===== src/logic/acs_pkg.sv =====
// shared constants and types for the converter start and serial readout block
package acs_pkg;

    localparam int DATA_W        = 8;      // result width
    localparam int FIFO_DEPTH    = 8;      // result buffer depth
    localparam int CNT_W         = 12;     // width of the sequencing counter

    localparam int CLK_PERIOD_NS = 20;     // sys_clk_in period
    localparam int CS_SAMPLE_NS  = 530;    // level check after the start edge
    localparam int RESULT_NS     = 330;    // result ready after the start edge
    localparam int PWRUP_EXT_NS  = 1000;   // power-up, external reference
    localparam int PWRUP_INT_NS  = 25000;  // power-up, on-chip reference

    // least times round up to whole cycles
    localparam int CS_SAMPLE_CYC = (CS_SAMPLE_NS + CLK_PERIOD_NS - 1) / CLK_PERIOD_NS;
    localparam int RESULT_CYC    = (RESULT_NS + CLK_PERIOD_NS - 1) / CLK_PERIOD_NS;
    localparam int PWRUP_EXT_CYC = (PWRUP_EXT_NS + CLK_PERIOD_NS - 1) / CLK_PERIOD_NS;
    localparam int PWRUP_INT_CYC = (PWRUP_INT_NS + CLK_PERIOD_NS - 1) / CLK_PERIOD_NS;

    localparam int BITS_PER_WORD = 8;      // serial bits per frame

    typedef enum logic [1:0] {
        PWR_DOWN,
        PWR_UP,
        PWR_IDLE,
        PWR_CONV
    } acs_pwr_type;

    typedef struct packed {
        logic              receive_frame_sync;  // low during a frame
        logic              data;                // serial data bit
        logic              data_oe_n;           // low while data is driven
    } acs_link_type;

    typedef struct packed {
        logic              cs_s1;
        logic              cs_s2;
        logic              cs_s3;
        logic              ck_s1;
        logic              ck_s2;
        logic              ck_s3;
        logic              ref_s1;
        logic              ref_s2;
        acs_pwr_type       pwr;
        logic [CNT_W-1:0]  cnt;
        logic              pend;
        logic              pushed;
        logic [DATA_W-1:0] hold;
        logic              active;
        logic [3:0]        bit_cnt;
        logic [DATA_W-1:0] shreg;
        acs_link_type      link;
        logic              powered;
        logic              busy;
    } acs_top_state_type;

    localparam acs_link_type LINK_RESET = '{receive_frame_sync: 1'b1, data: 1'b0, data_oe_n: 1'b1};

endpackage : acs_pkg


===== src/logic/acs_fifo.sv =====
// small synchronous fifo holding finished conversion results
module acs_fifo #(
    parameter int WIDTH = 8,
    parameter int DEPTH = 8
) (
    input  wire logic             clk_in,        // system clock
    input  wire logic             rst_n_in,      // sync reset, active low
    input  wire logic             in_valid_in,   // write request
    output logic                  in_ready_out,  // space available
    input  wire logic [WIDTH-1:0] in_data_in,    // write data
    output logic                  out_valid_out, // data available
    input  wire logic             out_ready_in,  // read request
    output logic [WIDTH-1:0]      out_data_out   // head of queue
);
    localparam int AW = $clog2(DEPTH);

    // pointer wrap relies on a power-of-two depth
    if (DEPTH < 2 || (DEPTH & (DEPTH - 1)) != 0) begin : g_bad_depth
        $error("acs_fifo: depth must be a power of two of at least 2");
    end

    typedef struct packed {
        logic [DEPTH-1:0][WIDTH-1:0] mem;
        logic [AW-1:0]               wr;
        logic [AW-1:0]               rd;
        logic [AW:0]                 cnt;
    } acs_fifo_state_type;

    acs_fifo_state_type q;
    acs_fifo_state_type d;
    logic               push;
    logic               pop;

    always_comb begin
        d             = q;
        in_ready_out  = (q.cnt != (AW+1)'(DEPTH));
        out_valid_out = (q.cnt != '0);
        out_data_out  = q.mem[q.rd];
        push          = in_valid_in && in_ready_out;
        pop           = out_valid_out && out_ready_in;
        if (push) begin
            d.mem[q.wr] = in_data_in;
            d.wr        = q.wr + AW'(1);
        end
        if (pop) begin
            d.rd = q.rd + AW'(1);
        end
        d.cnt = q.cnt + (AW+1)'(push) - (AW+1)'(pop);
    end

    always_ff @(posedge clk_in) begin
        if (!rst_n_in) begin
            q <= '0;
        end else begin
            q <= d;
        end
    end
endmodule : acs_fifo


===== src/logic/acs_top.sv =====
// conversion start sequencing, power-down control and serial result readout
module acs_top
    import acs_pkg::*;
#(
    parameter int PWRUP_EXT = PWRUP_EXT_CYC,
    parameter int PWRUP_INT = PWRUP_INT_CYC
) (
    input  wire logic              sys_clk_in,             // system clock, 50 MHz
    input  wire logic              rst_n_in,               // sync reset, active low
    input  wire logic              conversion_start_n_in,  // start pin, active low
    input  wire logic              sclk_in,                // serial clock pin from host
    input  wire logic              ext_ref_in,             // high when an external reference is used
    input  wire logic [DATA_W-1:0] conv_result_in,         // held sample from the analog core
    output acs_pkg::acs_link_type  link_out,               // frame sync, data, data enable
    output logic                   powered_out,            // core powered
    output logic                   converting_out          // conversion running
);
    import acs_pkg::*;

    if (PWRUP_EXT < 1 || PWRUP_INT < 1 || PWRUP_INT >= (1 << CNT_W) || PWRUP_EXT >= (1 << CNT_W)) begin : g_bad
        $error("acs_top: power-up counts out of range");
    end

    localparam logic [CNT_W-1:0] SAMPLE_LAST = CNT_W'(CS_SAMPLE_CYC - 1);
    localparam logic [CNT_W-1:0] RESULT_LAST = CNT_W'(RESULT_CYC - 1);
    localparam logic [CNT_W-1:0] EXT_LAST    = CNT_W'(PWRUP_EXT - 1);
    localparam logic [CNT_W-1:0] INT_LAST    = CNT_W'(PWRUP_INT - 1);
    localparam logic [3:0]       LAST_BIT    = 4'(BITS_PER_WORD);

    acs_top_state_type q;
    acs_top_state_type d;

    logic              cs_fall;
    logic              cs_rise;
    logic              ck_rise;
    logic              ck_fall;
    logic              push_valid;
    logic              push_ready;
    logic              word_valid;
    logic              word_ready;
    logic [DATA_W-1:0] word;
    logic [CNT_W-1:0]  pwrup_last;

    // edges come from the second and third sync stages only
    assign cs_fall    = q.cs_s3 && !q.cs_s2;
    assign cs_rise    = !q.cs_s3 && q.cs_s2;
    assign ck_rise    = !q.ck_s3 && q.ck_s2;
    assign ck_fall    = q.ck_s3 && !q.ck_s2;
    assign pwrup_last = q.ref_s2 ? EXT_LAST : INT_LAST;
    assign push_valid = (q.pwr == PWR_CONV) && (q.cnt == RESULT_LAST) && !q.pushed;
    assign word_ready = !q.active && ck_rise;

    // finished results wait here until the host clocks them out
    acs_fifo #(
        .WIDTH (DATA_W),
        .DEPTH (FIFO_DEPTH)
    ) u_acs_fifo (
        .clk_in        (sys_clk_in),
        .rst_n_in      (rst_n_in),
        .in_valid_in   (push_valid),
        .in_ready_out  (push_ready),
        .in_data_in    (q.hold),
        .out_valid_out (word_valid),
        .out_ready_in  (word_ready),
        .out_data_out  (word)
    );

    always_comb begin
        d        = q;
        d.cs_s1  = conversion_start_n_in;
        d.cs_s2  = q.cs_s1;
        d.cs_s3  = q.cs_s2;
        d.ck_s1  = sclk_in;
        d.ck_s2  = q.ck_s1;
        d.ck_s3  = q.ck_s2;
        d.ref_s1 = ext_ref_in;
        d.ref_s2 = q.ref_s1;

        case (q.pwr)
            PWR_DOWN: begin
                if (cs_rise) begin
                    d.pwr  = PWR_UP;
                    d.cnt  = '0;
                    d.pend = 1'b0;
                end
            end
            PWR_UP: begin
                if (cs_fall) begin
                    d.pend = 1'b1;
                end
                if (q.cnt == pwrup_last) begin
                    if (q.pend || cs_fall) begin
                        d.pwr    = PWR_CONV;
                        d.cnt    = '0;
                        d.pushed = 1'b0;
                        d.hold   = conv_result_in;
                    end else begin
                        d.pwr = PWR_IDLE;
                    end
                end else begin
                    d.cnt = q.cnt + CNT_W'(1);
                end
            end
            PWR_IDLE: begin
                if (cs_fall) begin
                    d.pwr    = PWR_CONV;
                    d.cnt    = '0;
                    d.pushed = 1'b0;
                    d.hold   = conv_result_in;
                end
            end
            PWR_CONV: begin
                if (push_valid) begin
                    // a full buffer stalls the conversion until a word drains
                    if (push_ready) begin
                        d.pushed = 1'b1;
                        d.cnt    = q.cnt + CNT_W'(1);
                    end
                end else if (q.cnt == SAMPLE_LAST) begin
                    d.pwr = q.cs_s2 ? PWR_IDLE : PWR_DOWN;
                end else begin
                    d.cnt = q.cnt + CNT_W'(1);
                end
            end
            default: begin
                d.pwr = PWR_DOWN;
            end
        endcase

        // readout runs whatever the power state of the core
        if (q.active && cs_fall) begin
            d.active                  = 1'b0;
            d.link.receive_frame_sync = 1'b1;
            d.link.data_oe_n          = 1'b1;
        end else if (!q.active) begin
            if (ck_rise && word_valid) begin
                d.active                  = 1'b1;
                d.link.receive_frame_sync = 1'b0;
                d.link.data_oe_n          = 1'b0;
                d.link.data               = word[DATA_W-1];
                d.shreg                   = {word[DATA_W-2:0], 1'b0};
                d.bit_cnt                 = 4'h1;
            end
        end else if (ck_rise) begin
            if (q.bit_cnt == LAST_BIT) begin
                d.active                  = 1'b0;
                d.link.receive_frame_sync = 1'b1;
                d.link.data_oe_n          = 1'b1;
            end else begin
                d.link.data = q.shreg[DATA_W-1];
                d.shreg     = {q.shreg[DATA_W-2:0], 1'b0};
                d.bit_cnt   = q.bit_cnt + 4'h1;
            end
        end else if (ck_fall && q.bit_cnt == LAST_BIT) begin
            d.link.data_oe_n = 1'b1;
        end

        d.powered = (d.pwr != PWR_DOWN);
        d.busy    = (d.pwr == PWR_CONV);
    end

    always_ff @(posedge sys_clk_in) begin
        if (!rst_n_in) begin
            q         <= '0;
            q.cs_s1   <= 1'b1;
            q.cs_s2   <= 1'b1;
            q.cs_s3   <= 1'b1;
            q.pwr     <= PWR_DOWN;
            q.link    <= LINK_RESET;
        end else begin
            q <= d;
        end
    end

    assign link_out       = q.link;
    assign powered_out    = q.powered;
    assign converting_out = q.busy;
endmodule : acs_top


===== config.mk =====
export PLATFORM = sky130hd
export DESIGN_NAME = acs_top
export DESIGN_NICKNAME = d
export VERILOG_FILES = /design/src/logic/acs_pkg.sv /design/src/logic/acs_fifo.sv /design/src/logic/acs_top.sv
export SDC_FILE = /design/constraint.sdc
export NUM_CORES = 1
export LEC_CHECK = 0
export ABC_AREA = 1
export BUFFER_PORTS_ARGS = -buffer_cell sky130_fd_sc_hd__buf_4
export CAP_MARGIN = 5
export CORE_MARGIN = 2
export CORE_UTILIZATION = 40
export CTS_CLUSTER_DIAMETER = 150
export DETAILED_ROUTE_END_ITERATION = 10
export PLACE_DENSITY = 0.61
export SETUP_SLACK_MARGIN = 0.05
export SLEW_MARGIN = 25
export SYNTH_ARGS = -nofsm -noshare
export SYNTH_HDL_FRONTEND = slang
export SYNTH_SLANG_ARGS = --single-unit

===== constraint.sdc =====
create_clock -name sys_clk_in -period 4.3 [get_ports sys_clk_in]
set_clock_uncertainty 0.2 [all_clocks]
set_input_delay 0.43 -clock sys_clk_in [delete_from_list [all_inputs] [get_ports sys_clk_in]]
set_output_delay 0.43 -clock sys_clk_in [all_outputs]
set_load 0.1 [all_outputs]

## Word level (Yosys, flattened, before mapping)

Index checks and enable logic that the tools add are counted.

| word-level totals | value |
|---|---|
| register bits | 124 |
| bits of input ports | 13 |
| word-level logic and storage cells | 139 |

| operators by class | value |
|---|---|
| add/sub/neg operators | 6 |
| order comparisons | 3 |
| equality and inequality tests | 24 |
| mux-type cells | 37 |
| bitwise logic cells | 2 |
| reductions and logical operators | 35 |

Operator list:

| operator | count |
|---|---|
| 12-bit two-way mux | 6 |
| 64-bit bitwise mux | 1 |
| 14-bit case mux with 4 select lines | 1 |
| 16-bit two-way mux | 2 |
| 15-bit two-way mux | 2 |
| 9-bit two-way mux | 3 |
| 8-bit binary-select mux with 3-bit select | 1 |
| 8-bit demux with 3-bit select | 1 |
| 12-bit by 5-bit == test with 1-bit output, second input constant | 2 |
| 8-bit two-way mux | 2 |
| 8-bit case mux with 2 select lines | 1 |
| 14-bit two-way mux | 1 |
| 2-bit != test, second input constant | 7 |
| 1-bit logical AND | 13 |
| 12-bit by 1-bit adder with 12-bit output, second input constant | 1 |
| 12-bit by 11-bit == test with 1-bit output | 1 |
| 11-bit two-way mux | 1 |
| 1-bit two-way mux | 9 |
| 3-bit AND reduction | 3 |
| 3-bit by 4-bit < comparator with 1-bit output, second input constant | 2 |
| 2-bit two-way mux | 4 |
| 4-bit AND reduction | 2 |
| 2-bit nonzero test | 4 |
| 3-bit by 1-bit adder with 3-bit output, second input constant | 2 |
| 23 further kinds | 35 |

## Longest topological paths before layout

Gate-level depths: netlist of the first run.

| logic depth | value |
|---|---|
| depth after elaboration | 7 |
| depth in mapped cells | 14 |
| depth with buffers taken out | 13 |

## By module

A second synthesis of the first run with hierarchy kept.

| second synthesis, totals | value |
|---|---|
| cells, all modules | 998 |
| area, all modules | 6,486.2 sq um |

By module, submodules not included:

| module | times used | cells each | area each (sq um) | sequential area each (sq um) |
|---|---|---|---|---|
| acs_fifo | 1 | 608 | 3,887.5 | 1,481.4 |
| acs_top | 1 | 390 | 2,598.7 | 980.9 |

## Worst setup path after synthesis of the first run

Ideal clock, no wire load.

| timing | value |
|---|---|
| kind | reg2reg |
| start point | reg u_acs_fifo.q[2] (netlist bit) |
| end point | reg u_acs_fifo.q[2] (netlist bit) |
| library setup time | 128 ps |
| arrival time | 2,109 ps |
| path slack | 1,863 ps |
| stages on the path, launching flop included | 14 |
| path through | dfxtp_1 > inv_1 > ha_1 > nand3_1 > nand2_1 > nor2_1 > clkbuf_1 > ha_1 > inv_1 > ha_1 > inv_1 > fa_1 > xor2_1 > nor2_1 |

| between the ends | value |
|---|---|
| elaborated cells between the ends (all ways) | 6 |
| those cells by class | add/sub (2); eq/ne (1); reduce/logical (3) |

RTL lines:

| element | RTL line | text |
|---|---|---|
| start, declared | acs_fifo.sv:29 | `acs_fifo_state_type q;` |
| start signal, assigned | acs_fifo.sv:53 | `q <= '0;` |
| start signal, assigned | acs_fifo.sv:55 | `q <= d;` |
| 4-bit nonzero test | acs_fifo.sv:37 | `out_valid_out = (q.cnt != '0);` |
| 1-bit logical AND | acs_fifo.sv:40 | `pop = out_valid_out && out_ready_in;` |
| net u_acs_fifo.pop | acs_fifo.sv:32 | `logic pop;` |
| 4-bit by 1-bit subtractor with 4-bit output | acs_fifo.sv:48 | `d.cnt = q.cnt + (AW+1)'(push) - (AW+1)'(pop);` |

The timed path passes the listed nets, and every way through them passes these cells.
A chain may end at the register's enable or synchronous reset.

## Worst setup path in the final report of the first run

| timing | value |
|---|---|
| start point | reg u_acs_fifo.q[2] (netlist bit) |
| end point | reg u_acs_fifo.q[3] (netlist bit) |

| between the ends | value |
|---|---|
| word-level cells in the longest chain between the ends | 4 |
| elaborated cells between the ends (all ways) | 6 |
| those cells by class | add/sub (2); eq/ne (1); reduce/logical (3) |

RTL lines:

| element | RTL line | text |
|---|---|---|
| 4-bit != test | acs_fifo.sv:36 | `in_ready_out = (q.cnt != (AW+1)'(DEPTH));` |
| 1-bit logical AND | acs_fifo.sv:39 | `push = in_valid_in && in_ready_out;` |
| 4-bit by 1-bit adder with 4-bit output | acs_fifo.sv:48 |  |
| 4-bit by 1-bit subtractor with 4-bit output (*) | acs_fifo.sv:48 |  |

Mark *: on every way between the ends. The rest lies on a longest branch, timed or not.

==> qor.yml, run 1 <==
drt:
  wirelength_mm: 14.2
  drc: 0
  routed_via_density: 5.02
  detail-route-antenna-nets: 0
  routedWlPerCell_um: 13.9
  first_pass_iters: 5
  drt-initial-drc-count: 372
  route.vias.total: 5152
placement:
  place_congestion: 0.894
  port_buffers: 17
  pre_cts_ws_ns: 1.44
  dpl.hpwl_mm: 9.51
  place_area_mm2: 0.00614
floorplanning:
  rows: 44
  start_util: 0.410
  core_area_mm2: 0.0145
  die_area_mm2: 0.0159
  die_w_um: 126
  pin_count: 18
  fp.dieH_um: 126
timing:
  max_freq_mhz: 346
  period_needed_ns: 2.89
  slew-limit-headroom: 0.341
  fin_ws_ns: 1.41
  finalHoldViolations: 0
  period_share: 0.672
  finalSetupViolCount: 0
  rsz0062_at_grt: "false"
  drv_slew: 0
  worst_slew_pin_slew_ns: 0.987
  holdWs_ns: 0.109
  fin_setup_tns_ns: 0
clock_tree:
  clkSinkCount: 123
  root_buffer: "clkbuf_16"
  max-clock-path-buffers: 2
  cts.repair.resized: 0
  insertion_delay_ns: 0.41
  cts_tree: "built"
  htree_levels: 4
  clkSlewWorstSetupHoldPaths_ns: 0.05
  cts_buffers: 17
power_and_ir_drop:
  power.density_mw_per_mm2: 452
  ir_worst_vdd_uv: 285
  p_leak_nw: 2.74
  p_total_mw: 3.08
logic_synthesis:
  synth.most_common_cell: "dfxtp_1"
  netlist_top_cells_count: "dfxtp_1, a21oi_1, nor2_1, o21ai_0, nand2_1"
  synth_flop_cell: "dfxtp_1"
  synth.top_cell.area_share: 0.413
  yosys_warnings: 0
  synth-seq-cells: 123
  syn_nets: 856
  synth_area_leader_cell: "dfxtp_1"
  synthTopCellsByArea: "dfxtp_1, a21oi_1, o21ai_0"
  synth.distinct_cells: 43
  synth_enable_flop_cells: 0
  synth_area_mm2: 0.00596
  synth_cells: 828
  syn_area_per_cell_um2: 7.20
  yosysSeqAreaShare: 0.413
  async_reset_ff_frac: 0
cells_and_area:
  area_delta_synth_final_pct: 14.2
  design_area_mm2: 0.00681
  diodes: 0
  nets: 859
  drive_gt1_frac: 0.0950
hold_path:
  worstHoldPathCells: 3
  min_path_type: "in2reg"
critical_path:
  cp_data_required_time_ns: 4.44
  worst_setup_path_start_kind: "register"
  path_class: "reg2reg"
  worstRegToRegCells: 13
  critPathArrivalTime_ns: 3.03
  worstPathMaxFanout: 12
  endpoint_kind: "register"
global_route:
  grt_start_max_net_pins: 90
  antenna_found_initial: 0
  grtUsageTotal: 0.186
  grt_overflow: 0
  grt_pass1_wl_mm: 23.8
  grt_pass1_vias: 4772
job:
  cap_violations: 0
status:
  status: "completed"
[kinds of logic after synthesis]
group | after synthesis | share of synthesized area
compound gates | 237 | 0.204
xor+xnor | 7 | 0.0103
fa+ha+maj | 15 | 0.0327
buf+inv | 139 | 0.0988
flops | 123 | 0.413
simple gates | 307 | 0.241
[through the flow]
step           utilization  std cells
2_1_floorplan            -        828
3_3_place_gp         0.422        993
3_5_place_dp         0.422        993
4_1_cts              0.468       1026
5_1_grt              0.468       1026
6_report             0.468       1026
[layout by cell type, fill, tap and decap left out, types with 5 or more instances in the layout]
cell	n
xor2_1	7
nor2_1	107
buf_4	20
a21oi_1	110
nand2_1	101
bufinv_16	5
nand3_4	5
nand3_1	58
nand4_1	5
inv_1	90
clkbuf_16	17
nor3_1	5
o21ai_0	107
ha_1	14
dfxtp_1	123
o21ai_1	9
[layer usage]
layer  GRT usage  wire length [um]
met5           0                 0
met2       0.304              6700
met4      0.0595               240
met3      0.0442               433
met1       0.243              6850
[final timing paths]
kind	from	end	slack, ns
worst max-delay path	u_acs_fifo.q[2]	u_acs_fifo.q[3]	1.41
worst max register to register	u_acs_fifo.q[2]	u_acs_fifo.q[3]	1.41
worst min register to register	d[42]	q[42]	0.21
worst min-delay path	conv_result_in[1]	q[19]	0.11
[flip-flops by register name, indices dropped and copies added, names as in the netlist]
| register | flops |
|---|---|
| link_out | 3 |
| converting_out | 1 |
| q | 39 |
| d | 5 |
| powered_out | 1 |
| u_acs_fifo.q | 74 |
[timing repair]
item | 4_1_cts | 5_1_grt
setup buffers | 0 | 0
hold endpoints to repair | 3 | 0
hold buffers | 3 | 0
[worst max-delay path, stage by stage, from the launching register on]
cell	delay [ns]
dfxtp_1	0.30
inv_1	0.06
ha_1	0.19
nand3_1	0.10
nand2_1	0.06
nor2_1	0.62
ha_1	0.33
inv_1	0.06
ha_1	0.27
nand2_1	0.06
nor2_1	0.04
a211oi_1	0.26
o21ai_0	0.12
a21oi_1	0.16
[power by group]
part           switching [mW]  internal, mW  leakage, nW
registers              0.0246          1.18        0.993
clock network           0.492          1.07        0.311
logic                   0.224        0.0936         1.43
total                   0.741          2.34         2.74
[cell type report]
class,instances,area [um2]
clock inverters,6,159
flip-flops and latches,123,2460
clock buffers,24,482
well taps,184,230
repair buffers,23,180
fillers,1484,7720
multi-input cells,566,2910
inverters,100,384
Note: power is estimated with default switching activity, not from simulation.
==> inputs of run 2 (changes only) <==
ABC_AREA = 0   (was 1)
clock period = 2.9 ns   (was 4.3 ns; I/O delays follow)
==> run 2 against run 1 <==
Routed wire length is 13% lower. First-iteration DRC count shrank 27%. Sequential power is 46% higher. Highest routed layer unchanged.
==> qor.yml, run 2 <==
status:
  status: "completed"
clock_tree:
  max-clock-path-buffers: 2  # unchanged
  insertion_delay_ns: 0.41  # about the same
  root_buffer: "clkbuf_16"
  cts_buffers: 17  # unchanged
  htree_levels: 4  # unchanged
  cts_tree: "built"
  clkSinkCount: 123  # unchanged
  clkSlewWorstSetupHoldPaths_ns: 0.05  # about the same
drt:
  routed_via_density: 5.37  # +7.0%
  drc: 0  # unchanged
  first_pass_iters: 5  # unchanged
  top_layer: "met4"
  met3WireLength_um: 593  # +37%
  routedWlPerCell_um: 15.2  # +9.9%
  wl_met2_mm: 5.87  # -12%
  wirelength_mm: 12.4  # -13%
  m1WireLength_mm: 5.74  # -16%
  detail-route-antenna-nets: 0  # unchanged
  route.vias.total: 4361  # -15%
  drt-initial-drc-count: 270  # -27%
timing:
  period_share: 0.872  # +0.200
  drv_slew: 0  # unchanged
  holdWs_ns: 0.207  # +0.0976 ns
  rsz0062_at_grt: "false"
  max_freq_mhz: 395  # +14%
  slew-limit-headroom: 0.419  # +0.0782
  worst_slew_pin_slew_ns: 0.866  # -0.122 ns
  finalHoldViolations: 0  # unchanged
  fin_setup_tns_ns: 0  # unchanged
  period_needed_ns: 2.53  # -0.359 ns
  finalSetupViolCount: 0  # unchanged
logic_synthesis:
  synth_xor_area_frac: 0.0157  # +0.00537
  synth.distinct_cells: 56  # +30%
  netlist_top_cells_count: "dfxtp_1, o21ai_0, nand3_1, nand2_1, mux2i_1"
  synth.most_common_cell: "dfxtp_1"
  synth-seq-cells: 123  # unchanged
  synth_cells: 596  # -28%
  syn_area_per_cell_um2: 9.39  # +30%
  synthTopCellsByArea: "dfxtp_1, mux2i_1, mux4_2"
  synth_enable_flop_cells: 0  # unchanged
  synth_area_leader_cell: "dfxtp_1"
  synth_area_mm2: 0.00560  # -6.2%
  yosysSeqAreaShare: 0.440  # +0.0271
  synth-compound-area-share: 0.125  # -0.0787
  synth_top_family_by_area: "simple AND/OR/NAND/NOR gates"
  async_reset_ff_frac: 0  # unchanged
  yosys_warnings: 0  # unchanged
  syn_nets: 624  # -27%
  synth_mux_area_frac: 0.145  # +0.145
  synth-simple-area-share: 0.193  # -0.0479
  synth_flop_cell: "dfxtp_1"
  synth_fa_ha_area_frac: 0.0349  # +0.00215
  synth.top_cell.area_share: 0.440  # +0.0271
power_and_ir_drop:
  p_total_mw: 4.20  # +36%
  power.density_mw_per_mm2: 635  # +40%
  p_leak_nw: 2.29  # -16%
  ir_worst_vdd_uv: 401  # +40%
cells_and_area:
  drive_gt1_frac: 0.142  # +0.0474
  area_delta_synth_final_pct: 18.3
  nets: 648  # -25%
  diodes: 0  # unchanged
  mostFrequentLayoutCells: "dfxtp_1, o21ai_0, nand3_1, nand2_1, mux2i_1"
  fin_cells: 812  # -21%
  layout_commonest_cell: "dfxtp_1"
  top_register: "u_acs_fifo.q"
  largest_reg_flops: 74  # unchanged
floorplanning:
  fp.dieH_um: 122  # -3.0%
  start_util: 0.406  # -0.00405
  core_area_mm2: 0.0138  # -5.2%
  die_w_um: 122  # -3.0%
  pin_count: 18  # unchanged
  rows: 43  # -2.3%
  die_area_mm2: 0.0150  # -6.0%
global_route:
  antenna_found_initial: 0  # unchanged
  grt_pass1_vias: 4291  # -10%
  grt_pass1_wl_mm: 20.7  # -13%
  grt_overflow: 0  # unchanged
  grtUsageTotal: 0.180  # -0.00591
  grt_start_max_net_pins: 54  # -40%
critical_path:
  worst_setup_path_start_kind: "register"
  crit_path_max_incr_delay_ns: 0.39  # -0.23 ns
  critPathArrivalTime_ns: 2.60  # -0.43 ns
  worstPathMaxFanout: 10  # -2
  critPathLaunch: "u_acs_fifo.q[1]"
  endpoint_kind: "register"
  cp_slowest_cell: "nor2_1"
  path_class: "reg2reg"
  crit_chain: "nor2_1, a211o_1, inv_2, ha_1, inv_1, ha_1, inv_1, fa_1, xor2_1, nor2_1"
  reg2reg_from: "u_acs_fifo.q[1]"
  cp_data_required_time_ns: 2.98  # -1.46 ns
hold_path:
  hold_path.startpoint: "d[48]"
  min_path_type: "reg2reg"
placement:
  dpl.hpwl_mm: 8.13  # -15%
  place_inst: 768  # -23%
  place_congestion: 0.778  # -13%
  port_buffers: 17  # unchanged
job:
  cap_violations: 0  # unchanged
## run 2: changes by cell type after synthesis, moves of 5 or more
cell,delta
nor2_1,-81
mux4_2,+16
o21ai_0,-46
nand3_4,-5
and2_1,+9
xnor2_1,+5
a21oi_1,-71
nand2_1,-47
nand2b_1,+10
o21ai_1,-9
a21o_1,+5
inv_1,-74
mux2i_1,+44
## run 2: metrics by stage
step / util / instance area [um2] / setup slack (ns)
after floorplan: - / 5600 / 0.482
after global placement: 0.427 / 5880 / 0.442
after detailed placement: 0.427 / 5880 / 0.350
after CTS: 0.480 / 6620 / 0.333
after global routing: 0.481 / 6620 / 0.170
final: 0.481 / 6620 / 0.371
## run 2: layout make-up
class,count,area [um2]
Clock buffer,20,457
Clock inverter,11,144
Fill cell,1292,7150
Inverter,17,63.8
Multi-Input combinational cell,414,2880
Sequential cell,123,2460
Tap cell,180,225
Timing Repair Buffer,47,385
## run 2: power by group
part	internal, mW	switching, mW
Combinational	0.126	0.194
Sequential	1.73	0.0229
Clock	1.39	0.746
Total	3.24	0.963
## run 2: worst paths after layout
kind / endpoint / slack [ns] / cells past startpoint
max: u_acs_fifo.q[2] / 0.37 / 10
max reg2reg: u_acs_fifo.q[2] / 0.37 / 10
min: d[47] / 0.21 / 1
min reg2reg: d[47] / 0.21 / 1
## run 2: timing repair
item	in CTS	in global routing
resized for setup	0	1
buffers inserted	0	0
setup endpoints to repair	0	1
hold buffers	13	0
endpoints found under the hold margin	12	0
## run 2: metal layers
| layer | vias up | global-route usage |
|---|---|---|
| met3 | 14 | 0.0441 |
| met4 | 0 | 0.0718 |
| met1 | 2097 | 0.228 |
| met5 | - | 0 |
| li1 | 2170 | - |
| met2 | 80 | 0.295 |
## run 2: worst max-delay path, delay by kind of cell (launching register included)
kind | cells | cell delay (ns)
buffers and inverters | 3 | 0.21
and+or+nand+nor | 2 | 0.44
xor gates and xnor gates | 1 | 0.14
AOI/OAI and AO/OA | 1 | 0.23
DFF | 1 | 0.35
adders and majority gates | 3 | 0.83
## run 2: cells by family (layout without fill, tap and decap cells)
family / count (synthesis) / in the layout
simple gates: 204 / 204
mux: 61 / 61
xor+xnor: 10 / 10
buf+inv: 59 / 95
compound gates: 124 / 124
fa+ha+maj: 15 / 15
flops: 123 / 123
